===== config.mk =====
export PLATFORM = sky130hd
export DESIGN_NAME = crtc_host_port
export DESIGN_NICKNAME = d
export VERILOG_FILES = /design/src/crtc_port_pkg.sv /design/src/crtc_host_port.sv
export SDC_FILE = /design/constraint.sdc
export NUM_CORES = 1
export LEC_CHECK = 0
export ABC_AREA = 0
export BUFFER_PORTS_ARGS = -buffer_cell sky130_fd_sc_hd__buf_2
export CAP_MARGIN = 25
export CORE_ASPECT_RATIO = 1.5
export CORE_MARGIN = 2
export CORE_UTILIZATION = 40
export CTS_CLUSTER_SIZE = 10
export DETAILED_ROUTE_END_ITERATION = 8
export PLACE_DENSITY_LB_ADDON = 0.2
export SLEW_MARGIN = 10
export SYNTH_ARGS = -nofsm -noshare
export SYNTH_HDL_FRONTEND = slang
export SYNTH_SLANG_ARGS = --single-unit

===== constraint.sdc =====
create_clock -name sys_clk -period 6.19 [get_ports sys_clk]
set_clock_uncertainty 0.05 [all_clocks]
set_input_delay 0.3095 -clock sys_clk [delete_from_list [all_inputs] [get_ports sys_clk]]
set_output_delay 0.3095 -clock sys_clk [all_outputs]
set_load 0.01 [all_outputs]

===== src/crtc_port_pkg.sv =====
// Constants shared by the host port and display timing of the CRT controller.
// Assumes a single 200 MHz system clock and pins synchronised in the module.
package crtc_port_pkg;

    // Host data and index widths.
    localparam int          DATA_W      = 8;
    localparam int          IDX_W       = 5;
    localparam int          REG_COUNT   = 18;

    // Internal register numbers used by the timing logic.
    localparam logic [4:0]  REG_H_TOTAL = 5'h00;
    localparam logic [4:0]  REG_H_SHOWN = 5'h01;
    localparam logic [4:0]  REG_H_SYNC  = 5'h02;
    localparam logic [4:0]  REG_V_TOTAL = 5'h04;
    localparam logic [4:0]  REG_V_SHOWN = 5'h06;
    localparam logic [4:0]  REG_V_SYNC  = 5'h07;
    localparam logic [4:0]  REG_CUR_ROW = 5'h0E;
    localparam logic [4:0]  REG_CUR_COL = 5'h0F;

    // Status register field positions.
    localparam int          STAT_VBLANK = 5;
    localparam int          STAT_FRAME  = 6;

    // Reset values.
    localparam logic [7:0]  DATA_RST    = 8'h00;
    localparam logic [4:0]  IDX_RST     = 5'h00;
    localparam logic [7:0]  CNT_RST     = 8'h00;

endpackage : crtc_port_pkg


===== src/crtc_host_port.sv =====
// Host port and reset behaviour of a raster-scan CRT timing controller.
// Assumes all pins are asynchronous to sys_clk and slow against 5 ns.
//
// Functional notes
// Data bus drivers stay off except during a host read of the device.
// Bus strobe gates the data buffers and times all register transfers.
// Falling edge of the bus strobe is the active access edge.
// Accesses are served only while device select is low.
// Host asserts device select only for a stable decoded address.
// Select low with a write stores data into the index register.
// Select low with a read returns the status register.
// Select high accesses the internal register named by the index.
// Read-not-write low writes, high reads.
// Counter clear zeroes counters, halts display, drives outputs low.
// Counter clear leaves programmed control registers unchanged.
// Counter clear acts only while pen strobe is also low.
// Display timing restarts at once when counter clear returns high.
// Visible area and cursor stay off until one full frame is scanned.
// Display timing advances on the separate character clock only.
`timescale 1ns/1ps
module crtc_host_port
    import crtc_port_pkg::*;
(
    input  wire logic              sys_clk,          // System clock.
    input  wire logic              rst_b,            // Sync reset, low.
    input  wire logic [DATA_W-1:0] host_data_in,     // Data bus from pins.
    output logic      [DATA_W-1:0] host_data_out,    // Data bus to pins.
    output logic                   host_data_oe,     // High drives bus.
    input  wire logic              dev_sel_n,        // Device select, low.
    input  wire logic              index_or_data_sel, // Low index, high data.
    input  wire logic              read_not_write,   // High read, low write.
    input  wire logic              bus_strobe,       // Host enable strobe.
    input  wire logic              counter_clear_n,  // Counter clear, low.
    input  wire logic              pen_strobe,       // Pen strobe input.
    input  wire logic              char_clk,         // Character clock pin.
    output logic                   visible_area_flag, // Visible area out.
    output logic                   cursor_out,       // Cursor out.
    output logic                   hsync_out,        // Horizontal sync.
    output logic                   vsync_out         // Vertical sync.
);

    // Two-stage synchronisers for every pin input.
    // Reset loads zeros, so select reads as asserted for two cycles; no
    // access can start then, because the strobe history is low as well.
    localparam int PIN_W = DATA_W + 7;
    logic [PIN_W-1:0] pin_raw;
    logic [PIN_W-1:0] pin_meta_q;
    logic [PIN_W-1:0] pin_sync_q;

    assign pin_raw = {host_data_in, dev_sel_n, index_or_data_sel,
                      read_not_write, bus_strobe, counter_clear_n,
                      pen_strobe, char_clk};

    // Each pin bit passes two flip-flops before any logic reads it.
    genvar gi;
    generate
        for (gi = 0; gi < PIN_W; gi++) begin : g_sync
            always_ff @(posedge sys_clk) begin
                if (!rst_b) begin
                    pin_meta_q[gi] <= 1'b0;
                    pin_sync_q[gi] <= 1'b0;
                end else begin
                    pin_meta_q[gi] <= pin_raw[gi];
                    pin_sync_q[gi] <= pin_meta_q[gi];
                end
            end
        end
    endgenerate

    logic [DATA_W-1:0] data_s;
    logic              sel_n_s;
    logic              rs_s;
    logic              rnw_s;
    logic              strobe_s;
    logic              clear_n_s;
    logic              pen_s;
    logic              cclk_s;

    assign data_s    = pin_sync_q[PIN_W-1:7];
    assign sel_n_s   = pin_sync_q[6];
    assign rs_s      = pin_sync_q[5];
    assign rnw_s     = pin_sync_q[4];
    assign strobe_s  = pin_sync_q[3];
    assign clear_n_s = pin_sync_q[2];
    assign pen_s     = pin_sync_q[1];
    assign cclk_s    = pin_sync_q[0];

    // Edge detection on the synchronised strobe and character clock.
    logic strobe_d1_q;
    logic cclk_d1_q;

    always_ff @(posedge sys_clk) begin
        if (!rst_b) begin
            strobe_d1_q <= 1'b0;
            cclk_d1_q   <= 1'b0;
        end else begin
            strobe_d1_q <= strobe_s;
            cclk_d1_q   <= cclk_s;
        end
    end

    logic access_edge;
    logic char_tick;
    logic clear_act;

    assign access_edge = strobe_d1_q && !strobe_s && !sel_n_s;
    assign char_tick   = cclk_s && !cclk_d1_q;
    assign clear_act   = !clear_n_s && !pen_s;

    // Index register and internal register file; system reset only.
    logic [IDX_W-1:0]  index_q;
    logic [DATA_W-1:0] regs_q [REG_COUNT];

    always_ff @(posedge sys_clk) begin
        if (!rst_b) begin
            index_q <= IDX_RST;
        end else if (access_edge && !rnw_s && !rs_s) begin
            index_q <= data_s[IDX_W-1:0];
        end
    end

    // Register file writes; counter clear does not touch it.
    // Only the system reset clears the file, so clear_act never reaches it.
    always_ff @(posedge sys_clk) begin
        if (!rst_b) begin
            for (int i = 0; i < REG_COUNT; i++) begin
                regs_q[i] <= DATA_RST;
            end
        end else if (access_edge && !rnw_s && rs_s
                     && (int'(index_q) < REG_COUNT)) begin
            regs_q[index_q] <= data_s;
        end
    end

    // Display counters and frame tracking.
    logic [DATA_W-1:0] h_cnt_q;
    logic [DATA_W-1:0] v_cnt_q;
    logic              frame_done_q;
    logic              line_end;
    logic              frame_end;

    assign line_end  = (h_cnt_q >= regs_q[REG_H_TOTAL]);
    assign frame_end = line_end && (v_cnt_q >= regs_q[REG_V_TOTAL]);

    // Counters clear and halt under counter clear, run again at release.
    always_ff @(posedge sys_clk) begin
        if (!rst_b || clear_act) begin
            h_cnt_q <= CNT_RST;
            v_cnt_q <= CNT_RST;
        end else if (char_tick) begin
            if (line_end) begin
                h_cnt_q <= CNT_RST;
                v_cnt_q <= frame_end ? CNT_RST : v_cnt_q + 8'h01;
            end else begin
                h_cnt_q <= h_cnt_q + 8'h01;
            end
        end
    end

    // The first complete frame after release is scanned dark.
    always_ff @(posedge sys_clk) begin
        if (!rst_b || clear_act) begin
            frame_done_q <= 1'b0;
        end else if (char_tick && frame_end) begin
            frame_done_q <= 1'b1;
        end
    end

    // Display outputs, all low while counters are cleared.
    logic in_h;
    logic in_v;

    assign in_h = (h_cnt_q < regs_q[REG_H_SHOWN]);
    assign in_v = (v_cnt_q < regs_q[REG_V_SHOWN]);

    always_ff @(posedge sys_clk) begin
        if (!rst_b || clear_act) begin
            visible_area_flag <= 1'b0;
            cursor_out        <= 1'b0;
            hsync_out         <= 1'b0;
            vsync_out         <= 1'b0;
        end else begin
            visible_area_flag <= frame_done_q && in_h && in_v;
            cursor_out        <= frame_done_q
                                 && (h_cnt_q == regs_q[REG_CUR_COL])
                                 && (v_cnt_q == regs_q[REG_CUR_ROW]);
            hsync_out         <= (h_cnt_q == regs_q[REG_H_SYNC]);
            vsync_out         <= (v_cnt_q == regs_q[REG_V_SYNC]);
        end
    end

    // Status value seen on an index-side read.
    logic [DATA_W-1:0] status_val;
    logic [DATA_W-1:0] read_val;

    always_comb begin
        status_val              = DATA_RST;
        status_val[STAT_VBLANK] = !in_v;
        status_val[STAT_FRAME]  = frame_done_q;
        if (!rs_s) begin
            read_val = status_val;
        end else if (int'(index_q) < REG_COUNT) begin
            read_val = regs_q[index_q];
        end else begin
            read_val = DATA_RST;
        end
    end

    // Bus drive only while strobe is high on a selected read.
    // Read data follows the live selection; only the enable waits on it.
    always_ff @(posedge sys_clk) begin
        if (!rst_b) begin
            host_data_oe  <= 1'b0;
            host_data_out <= DATA_RST;
        end else begin
            host_data_oe  <= strobe_s && !sel_n_s && rnw_s;
            host_data_out <= read_val;
        end
    end

endmodule : crtc_host_port


# After elaboration in Yosys (flattened, before gate mapping)
# Memory sizes are Yosys's and may differ from the RTL's. A register that Yosys moved wholly into a read port is not among the register bits.
# Cells that the tools add are included.
[totals]
regBits = 67
ram_bits = 144
in_bits = 17
out_inout_bits = 13
elab_cells = 97
mem_count = 1
[mem_list]
columns = ["name", "words", "word_bits", "rd", "rd_clocked_by_memory_dff", "wr", "line_no", "rtl"]
rows = [
  ["regs_q", 18, 8, 9, 1, 18, "crtc_host_port.sv:112", "logic [DATA_W-1:0] regs_q [REG_COUNT];"],
]
[classes]
addsub = 2
n_lt_le_gt_ge = 5
eq_ne = 4
muxes = 13
n_reduce_logical = 29
[ops]
columns = ["operator", "n"]
rows = [
  ["$eq 8x8->1", 4],
  ["$mux 8", 3],
  ["$add 8x1->8 const B", 2],
  ["$ge 8x8->1", 2],
  ["$logic_and 1x1->1", 16],
  ["$lt 8x8->1", 2],
  ["$mux 5", 3],
  ["$mux 7", 2],
  ["$logic_not 1->1", 9],
  ["$reduce_or 8->1", 1],
  ["$lt 5x5->1 const B", 1],
  ["$mux 1", 5],
  ["$reduce_and 3->1", 1],
  ["$reduce_and 2->1", 1],
  ["$logic_or 1x1->1", 1],
]

# Longest topological paths before layout
# Gate-level depths: netlist of the first run.
[depth]
ltp_word = 11
depth_mapped = 10
ltp_nobuf = 8

# Worst setup path before layout of the first run
# Ideal clock, no wire load.
[synth_timing]
path_kind = "reg-to-reg"
startpoint = "reg pin_sync_q[3] (netlist: strobe_s)"
endpoint = "mem regs_q[17][0], enable pin"
setup_time_ps = 384
t_arrival_ps = 2121
t_required_ps = 5756
path_slack_ps = 3635
stages_incl_launch_ff = 5
path_buffers = 1
synth_period_minus_slack_ps = 2555
cell_sequence = "dfxtp_1 > or4b_1 > clkbuf_1 > or4b_4 > o21ai_0"
[synth_rtl]
columns = ["item", "line_no", "rtl"]
rows = [
  ["start, declared", "crtc_host_port.sv:48", "logic [PIN_W-1:0] pin_sync_q;"],
  ["start signal, assigned by index", "crtc_host_port.sv:64", "pin_sync_q[gi] <= pin_meta_q[gi];"],
  ["end, declared", "crtc_host_port.sv:112", ""],
]

==> run metrics, run 1 <==
worst hold endpoint=pin_meta_q[8]; hold_ws=between 0.15 and 0.2 ns; Seq. cell area=between 9000 and 10000 sq um; Seq cells post-synth=328; Min-Delay Path Depth=2; Yosys top cell area share=55.6%; Ys Warns=0; RR Endpoint=regs_q[27][1]; PD cells=287 nW/um^2; element type at the critical path end=flop; vias per cell=5.04; Multi-input gate area=roughly 4800 sq um; WL met1=between 10000 and 15000 um; Post-synth ARST share=0%; Final Cycle Share=54.4%; Initial Util=40.4%; GRT overflow=0; CTS Buf Count=38; unique cell type count in the Yosys netlist=52; r2r startpoint=strobe_s; NetSw=0.000952 W; Final Hold Viols=0; actual slew at the worst max-slew pin=0.958 ns; Slew Limit Fails=0; Initial DRC Count=between 400 and 500; hold path start=rst_b; number of H-tree levels=2; drt first pass iters=5; Finish-stage setup viols=0; CTS max path bufs=3; Max Cap Violations=0; critical-path maximum fanout=18; Worst setup SP type=flop; reg2reg setup slack=2.82 ns; DR WL/cell=19.9 um; Synth area leader=edfxtp_1; crit path time final=3.37 ns; outcome=finished, final reports clean; fmax=~300 MHz; clock network fraction of design power=43.8%; Req. time, crit path=6.43 ns; sequential-to-total area share from yosys stat=66.1%; crit path DAT=3.60 ns; detailed placement HPWL=21600 um; R2R depth=4; Post-Synthesis Cells=938; routed wire length=31100 um; Post-synth top cells=256 x edfxtp_1, 157 x nor2_1, 76 x mux4_2; IO Count=30; area grow syn2layout=17.0%; RSZ-0062 raised after global routing=false; setup TNS=0 ns; clk root buf=clkbuf_16; PortBufs=29; clock latency on the worst-skew pair=0.54 ns; top-count cell post-synth=edfxtp_1; critical path type=flop to flop; initial antenna violation count=0; Flop pwr share=a little over half; via count=between 7000 and 8000; maximum vdd ir drop=between 200 and 250 uV; Synth Cell Area=13800 sq um; fillers=2976; CORE AREA=approximately 34000 sq um; Max-slew headroom=35.6%; met2 wire length=16400 um; global-route wire length before repair=48300 um; top_reg_cell synth=edfxtp_1; Pwr Total=between 0.004 and 0.005 W; EDFF count, synth=256; pin count of the biggest net entering global routing=50; Syn Area/Cell=14.7 sq um; Gate power share=2.9%; vias in the first global route=8282; Residual DRC=0; top cells by area, synth=edfxtp_1 56%, mux4_2 12%, dfxtp_1 10%, nor2_1 4.3%, ha_1 2.9%; clock sink total=328; Max Used Layer=met4; Std-Cell Rows=83; Lkg Pwr=5.96 nW; die area=36100 sq um; CTS tree=yes; Int Power=0.00369 W; fraction of layout cells with a size suffix above 1=15.3%; Placer Congestion=around 0.78; all-layer global routing usage=17.9%; switch share=~21%; antenna-violating nets left=0; Clock transition at path regs=approximately 0.05 ns; die height=232 um; # diodes=0; nets@finish=1154; Die Wd=156 um; met3 WL post-DR=1220 um; worst hold path type=input pin to flop
[critical path, stage by stage, from the launching register on]
cell     delay (ns)
dfxtp_1        0.30
or4b_1         0.68
nor4_2         0.78
nand2_1        0.74
inv_1          0.56
[final cells by class]
type | instances | share of cell area (%)
Clock buffer | 66 | 6.72
Timing Repair Buffer | 60 | 2.82
Clock inverter | 2 | 0.201
Sequential cell | 328 | 56.5
Inverter | 41 | 0.952
Tap cell | 425 | 3.29
Multi-Input combinational cell | 636 | 29.5
[stage by stage]
stage                     worst slack [ns]  util [%]  std cells  instance area [sq um]
final                                 2.82      47.3       1558                  16200
after global routing                  2.48      47.3       1558                  16200
after CTS                             2.76      47.3       1557                  16100
after detailed placement              2.69      43.5       1474                  14900
after global placement                2.82      43.5       1473                  14800
after floorplan                       3.64         -       1049                  14200
[layer usage]
metal  GRT usage (%)  up-vias
met5               0        -
met4            8.63        0
met3            2.80       64
met2            32.4      161
li1                -     3686
met1            20.6     3938
[worst max-delay path by stage]
stage / from / end / cells after the start
final: strobe_s / regs_q[27][1] / 4
after global routing: strobe_s / regs_q[24][1] / 4
after CTS: strobe_s / regs_q[24][7] / 4
after detailed placement: rst_b / regs_q[31][7] / 5
after global placement: rst_b / regs_q[26][1] / 5
after floorplan: strobe_s / regs_q[17][0] / 4
[flip-flops by register name, indices dropped and copies added, names as in the netlist, 5 cells and up, named ones only]
name,flops
pin_meta_q,15
regs_q,256
v_cnt_q,8
h_cnt_q,8
data_s,8
index_q,5
host_data_out,8
[layout by cell type (no fill, tap or decap), types with 7 or more instances in the layout]
cell | netlist | final
dlygate4sd3_1 | 0 | 15
buf_2 | 8 | 29
buf_4 | 0 | 14
ha_1 | 32 | 32
nand2_1 | 50 | 50
clkbuf_16 | 0 | 39
a21oi_1 | 13 | 13
and3_1 | 8 | 8
nor2b_1 | 11 | 11
conb_1 | 1 | 112
inv_1 | 40 | 40
edfxtp_1 | 256 | 256
xnor2_1 | 17 | 17
nand3_1 | 12 | 12
mux4_2 | 76 | 76
nor4_1 | 7 | 7
a22oi_1 | 8 | 8
a22o_1 | 12 | 12
nor2_1 | 157 | 157
xor2_1 | 22 | 22
o21ai_0 | 16 | 16
and2_1 | 33 | 33
clkbuf_1 | 33 | 26
dfxtp_1 | 72 | 70
[power by group through the flow]
| stage | combinational, W | clock, W | sequential [W] |
|---|---|---|---|
| finish | 0.000135 | 0.00203 | 0.00247 |
| global route | 0.000150 | 0.00217 | 0.00248 |
| CTS | 0.000134 | 0.00209 | 0.00247 |
| detailed placement | 0.000126 | 0 | 0.00252 |
| global placement | 0.000124 | 0 | 0.00252 |
| floorplan | 0.0000912 | 0 | 0.00250 |
[cells by family (layout without fill, tap and decap cells)]
| group | after synthesis | in the layout | share of synthesized area (%) |
|---|---|---|---|
| buffers and inverters | 85 | 169 | 2.38 |
| and+or+nand+nor | 304 | 304 | 10.2 |
| AOI/OAI and AO/OA | 71 | 71 | 3.48 |
| muxes | 78 | 78 | 12.5 |
| other | 1 | 112 | 0.0271 |
| adders and majority gates | 32 | 32 | 2.90 |
| xor gates and xnor gates | 39 | 39 | 2.47 |
| DFF | 328 | 328 | 66.1 |
[repair_timing]
item,in CTS,in global routing
hold buffers,15,0
endpoints found under the setup margin,0,0
gates resized for setup,0,0
endpoints found under the hold margin,15,0
buffers inserted,0,0
(Power assumes the default switching activity.)
==> run 2: changes to the inputs <==
Clock period 6.19 ns to 3.35 ns, I/O delays scaled along.
==> run metrics, run 2 (synthesis gave the netlist of run 1 again) <==
crit path DAT=2.96 ns (was 3.60 ns); Flop pwr share=52.5% (was 53.2%); met2 Usage GRT=33.5% (was 32.4%); outcome=finished, final reports clean (unchanged); crit path time final=2.81 ns (was 3.37 ns); all-layer global routing usage=18.2% (was 17.9%); routed wire length=31400 um (was 31100 um); post-CTS setup buffer count=0 (unchanged); IO Count=30 (unchanged); area post-placement=15000 sq um (was 14900 sq um); Largest regs=regs_q: 256 flops, pin_meta_q: 15 flops (unchanged); Final Cycle Share=83.8% (was 54.4%); worst stage delay on the critical path=0.68 ns (was 0.78 ns); clk root buf=clkbuf_16 (unchanged); worst hold path type=input pin to flop (unchanged); NetSw=0.00175 W (was 0.000952 W); RSZ-0062 raised after global routing=false (unchanged); Residual DRC=0 (unchanged); via count=7901 (was 7849); fmax=356 MHz (was 297 MHz); clock sink total=328 (unchanged); Min-Delay Path Depth=4 (was 2); Int Power=0.00695 W (was 0.00369 W); actual slew at the worst max-slew pin=0.903 ns (was 0.958 ns); hold_ws=0.0725 ns (was 0.177 ns); Req. time, crit path=3.50 ns (was 6.43 ns); fraction of layout cells with a size suffix above 1=16.9% (was 15.3%); DR WL/cell=19.8 um (was 19.9 um); Max-slew headroom=39.7% (was 35.6%); antenna-violating nets left=0 (unchanged); stages on the worst setup path=5 (was 4); Top reg by flops=regs_q (unchanged); global-route wire length before repair=48800 um (was 48300 um); Slew Limit Fails=0 (unchanged); Initial Util=40.4% (unchanged); GR Util met1=21.0% (was 20.6%); routing usage on met3=2.64% (was 2.80%); Gate power share=2.9% (about the same); Seq. cell area=9130 sq um (unchanged); max reg flops=256 (unchanged); Initial DRC Count=629 (was 476); Post-Place Cells=1495 (was 1474); vias per cell=5.00 (was 5.04); drt first pass iters=5 (unchanged); CP cell instances=or4b_1 > nor4_2 > and3_1 > nand3_1 > nand2_1 (was or4b_1 > nor4_2 > nand2_1 > inv_1); die area=36100 sq um (unchanged); Final Hold Viols=0 (unchanged); element type at the critical path end=flop (unchanged); fillers=2987 (was 2976); die height=232 um (unchanged); initial antenna violation count=0 (unchanged); vias in the first global route=8270 (was 8282); CORE AREA=34200 sq um (unchanged); area grow syn2layout=18.4% (was 17.0%); busiest grt layer=met2 (unchanged); Finish-stage setup viols=0 (unchanged); PD cells=532 nW/um^2 (was 287 nW/um^2); nets@finish=1175 (was 1154); CTS max path bufs=3 (unchanged); final instance area=16400 sq um (was 16200 sq um); pin count of the biggest net entering global routing=52 (was 50); Clock transition at path regs=0.06 ns (was 0.05 ns); most frequent cells in the layout=256 x edfxtp_1, 157 x nor2_1, 112 x conb_1, 76 x mux4_2, 70 x dfxtp_1 (unchanged); clock latency on the worst-skew pair=0.53 ns (was 0.54 ns); Max Cap Violations=0 (unchanged); reg2reg setup slack=0.54 ns (was 2.82 ns); Lkg Pwr=6.07 nW (was 5.96 nW); switch share=20.1% (was 20.5%); Worst setup SP type=flop (unchanged); Placer Congestion=0.852 (was 0.782); CTS tree=yes (unchanged); clock network fraction of design power=44.7% (was 43.8%); detailed placement HPWL=22200 um (was 21600 um); critical path type=flop to flop (unchanged); Multi-input gate area=4780 sq um (unchanged); most common cell after layout, fill and taps aside=edfxtp_1 (unchanged); GRT overflow=0 (unchanged); setup TNS=0 ns (unchanged); Crit path max-delay family=simple AND/OR/NAND/NOR gates (unchanged); maximum vdd ir drop=504 uV (was 236 uV); Std-Cell Rows=83 (unchanged); number of H-tree levels=2 (unchanged); Pwr Total=0.00870 W (was 0.00464 W); Max stage delay cell, worst path=or4b_1 (was nor4_2); Die Wd=156 um (unchanged); PortBufs=29 (unchanged); CTS Buf Count=39 (was 38); critical-path maximum fanout=9 (was 18); CP Buf/Inv Count=0 (was 1); R2R depth=5 (was 4); Non-Filler Instances=1581 (was 1558)
## run 2: cell types whose count changed in the layout (fill, tap and decap cells not counted)
| cell | delta |
|---|---|
| clkbuf_16 | +3 |
| clkinvlp_4 | +1 |
| buf_16 | -2 |
| buf_4 | +20 |
| diode_2 | +1 |
| buf_12 | +2 |
| clkinv_8 | -2 |
## run 2: power by group through the flow
stage / clock network (W) / registers (W) / logic [W]
2_1_floorplan: 0 / 0.00462 / 0.000169
3_3_place_gp: 0 / 0.00465 / 0.000233
3_5_place_dp: 0 / 0.00465 / 0.000235
4_1_cts: 0.00397 / 0.00457 / 0.000250
5_1_grt: 0.00413 / 0.00458 / 0.000278
6_report: 0.00389 / 0.00457 / 0.000250
## run 2: timing repair
item / CTS / global route
resized for setup: 0 / 0
hold buffers: 15 / 0
endpoints found under the hold margin: 15 / 0
## run 2: worst min-delay path: stages
cell	delay, ns
buf_2	0.13
clkinv_1	0.07
buf_4	0.17
a21oi_1	0.07
## run 2: area by class of cell
class                   instances  area share (%)
flip-flops and latches        328            55.8
multi-input cells             636            29.2
clock buffers                  69            7.11
repair buffers                 80            3.61
well taps                     425            3.25
inverters                      41           0.941
clock inverters                 1          0.0459
diodes                          1          0.0153
## run 2: final timing paths
path	endpoint	from
max	regs_q[15][7]	strobe_s
min	flop	rst_b
max reg2reg	regs_q[15][7]	strobe_s
min reg2reg	pen_s	pin_meta_q[1]
## run 2: layer usage
layer | wire (um) | share of wire, %
met3 | 1250 | 4.0
met4 | 1110 | 3.5
met5 | 0 | 0
met1 | 12100 | 39
met2 | 16900 | 54
## run 2: through the flow
stage | setup WS [ns] | util [%]
after floorplan | 0.795 | -
after global placement | 0.597 | 44.0
after detailed placement | 0.556 | 44.0
after CTS | 0.565 | 47.9
after global routing | 0.333 | 47.9
final | 0.541 | 47.9
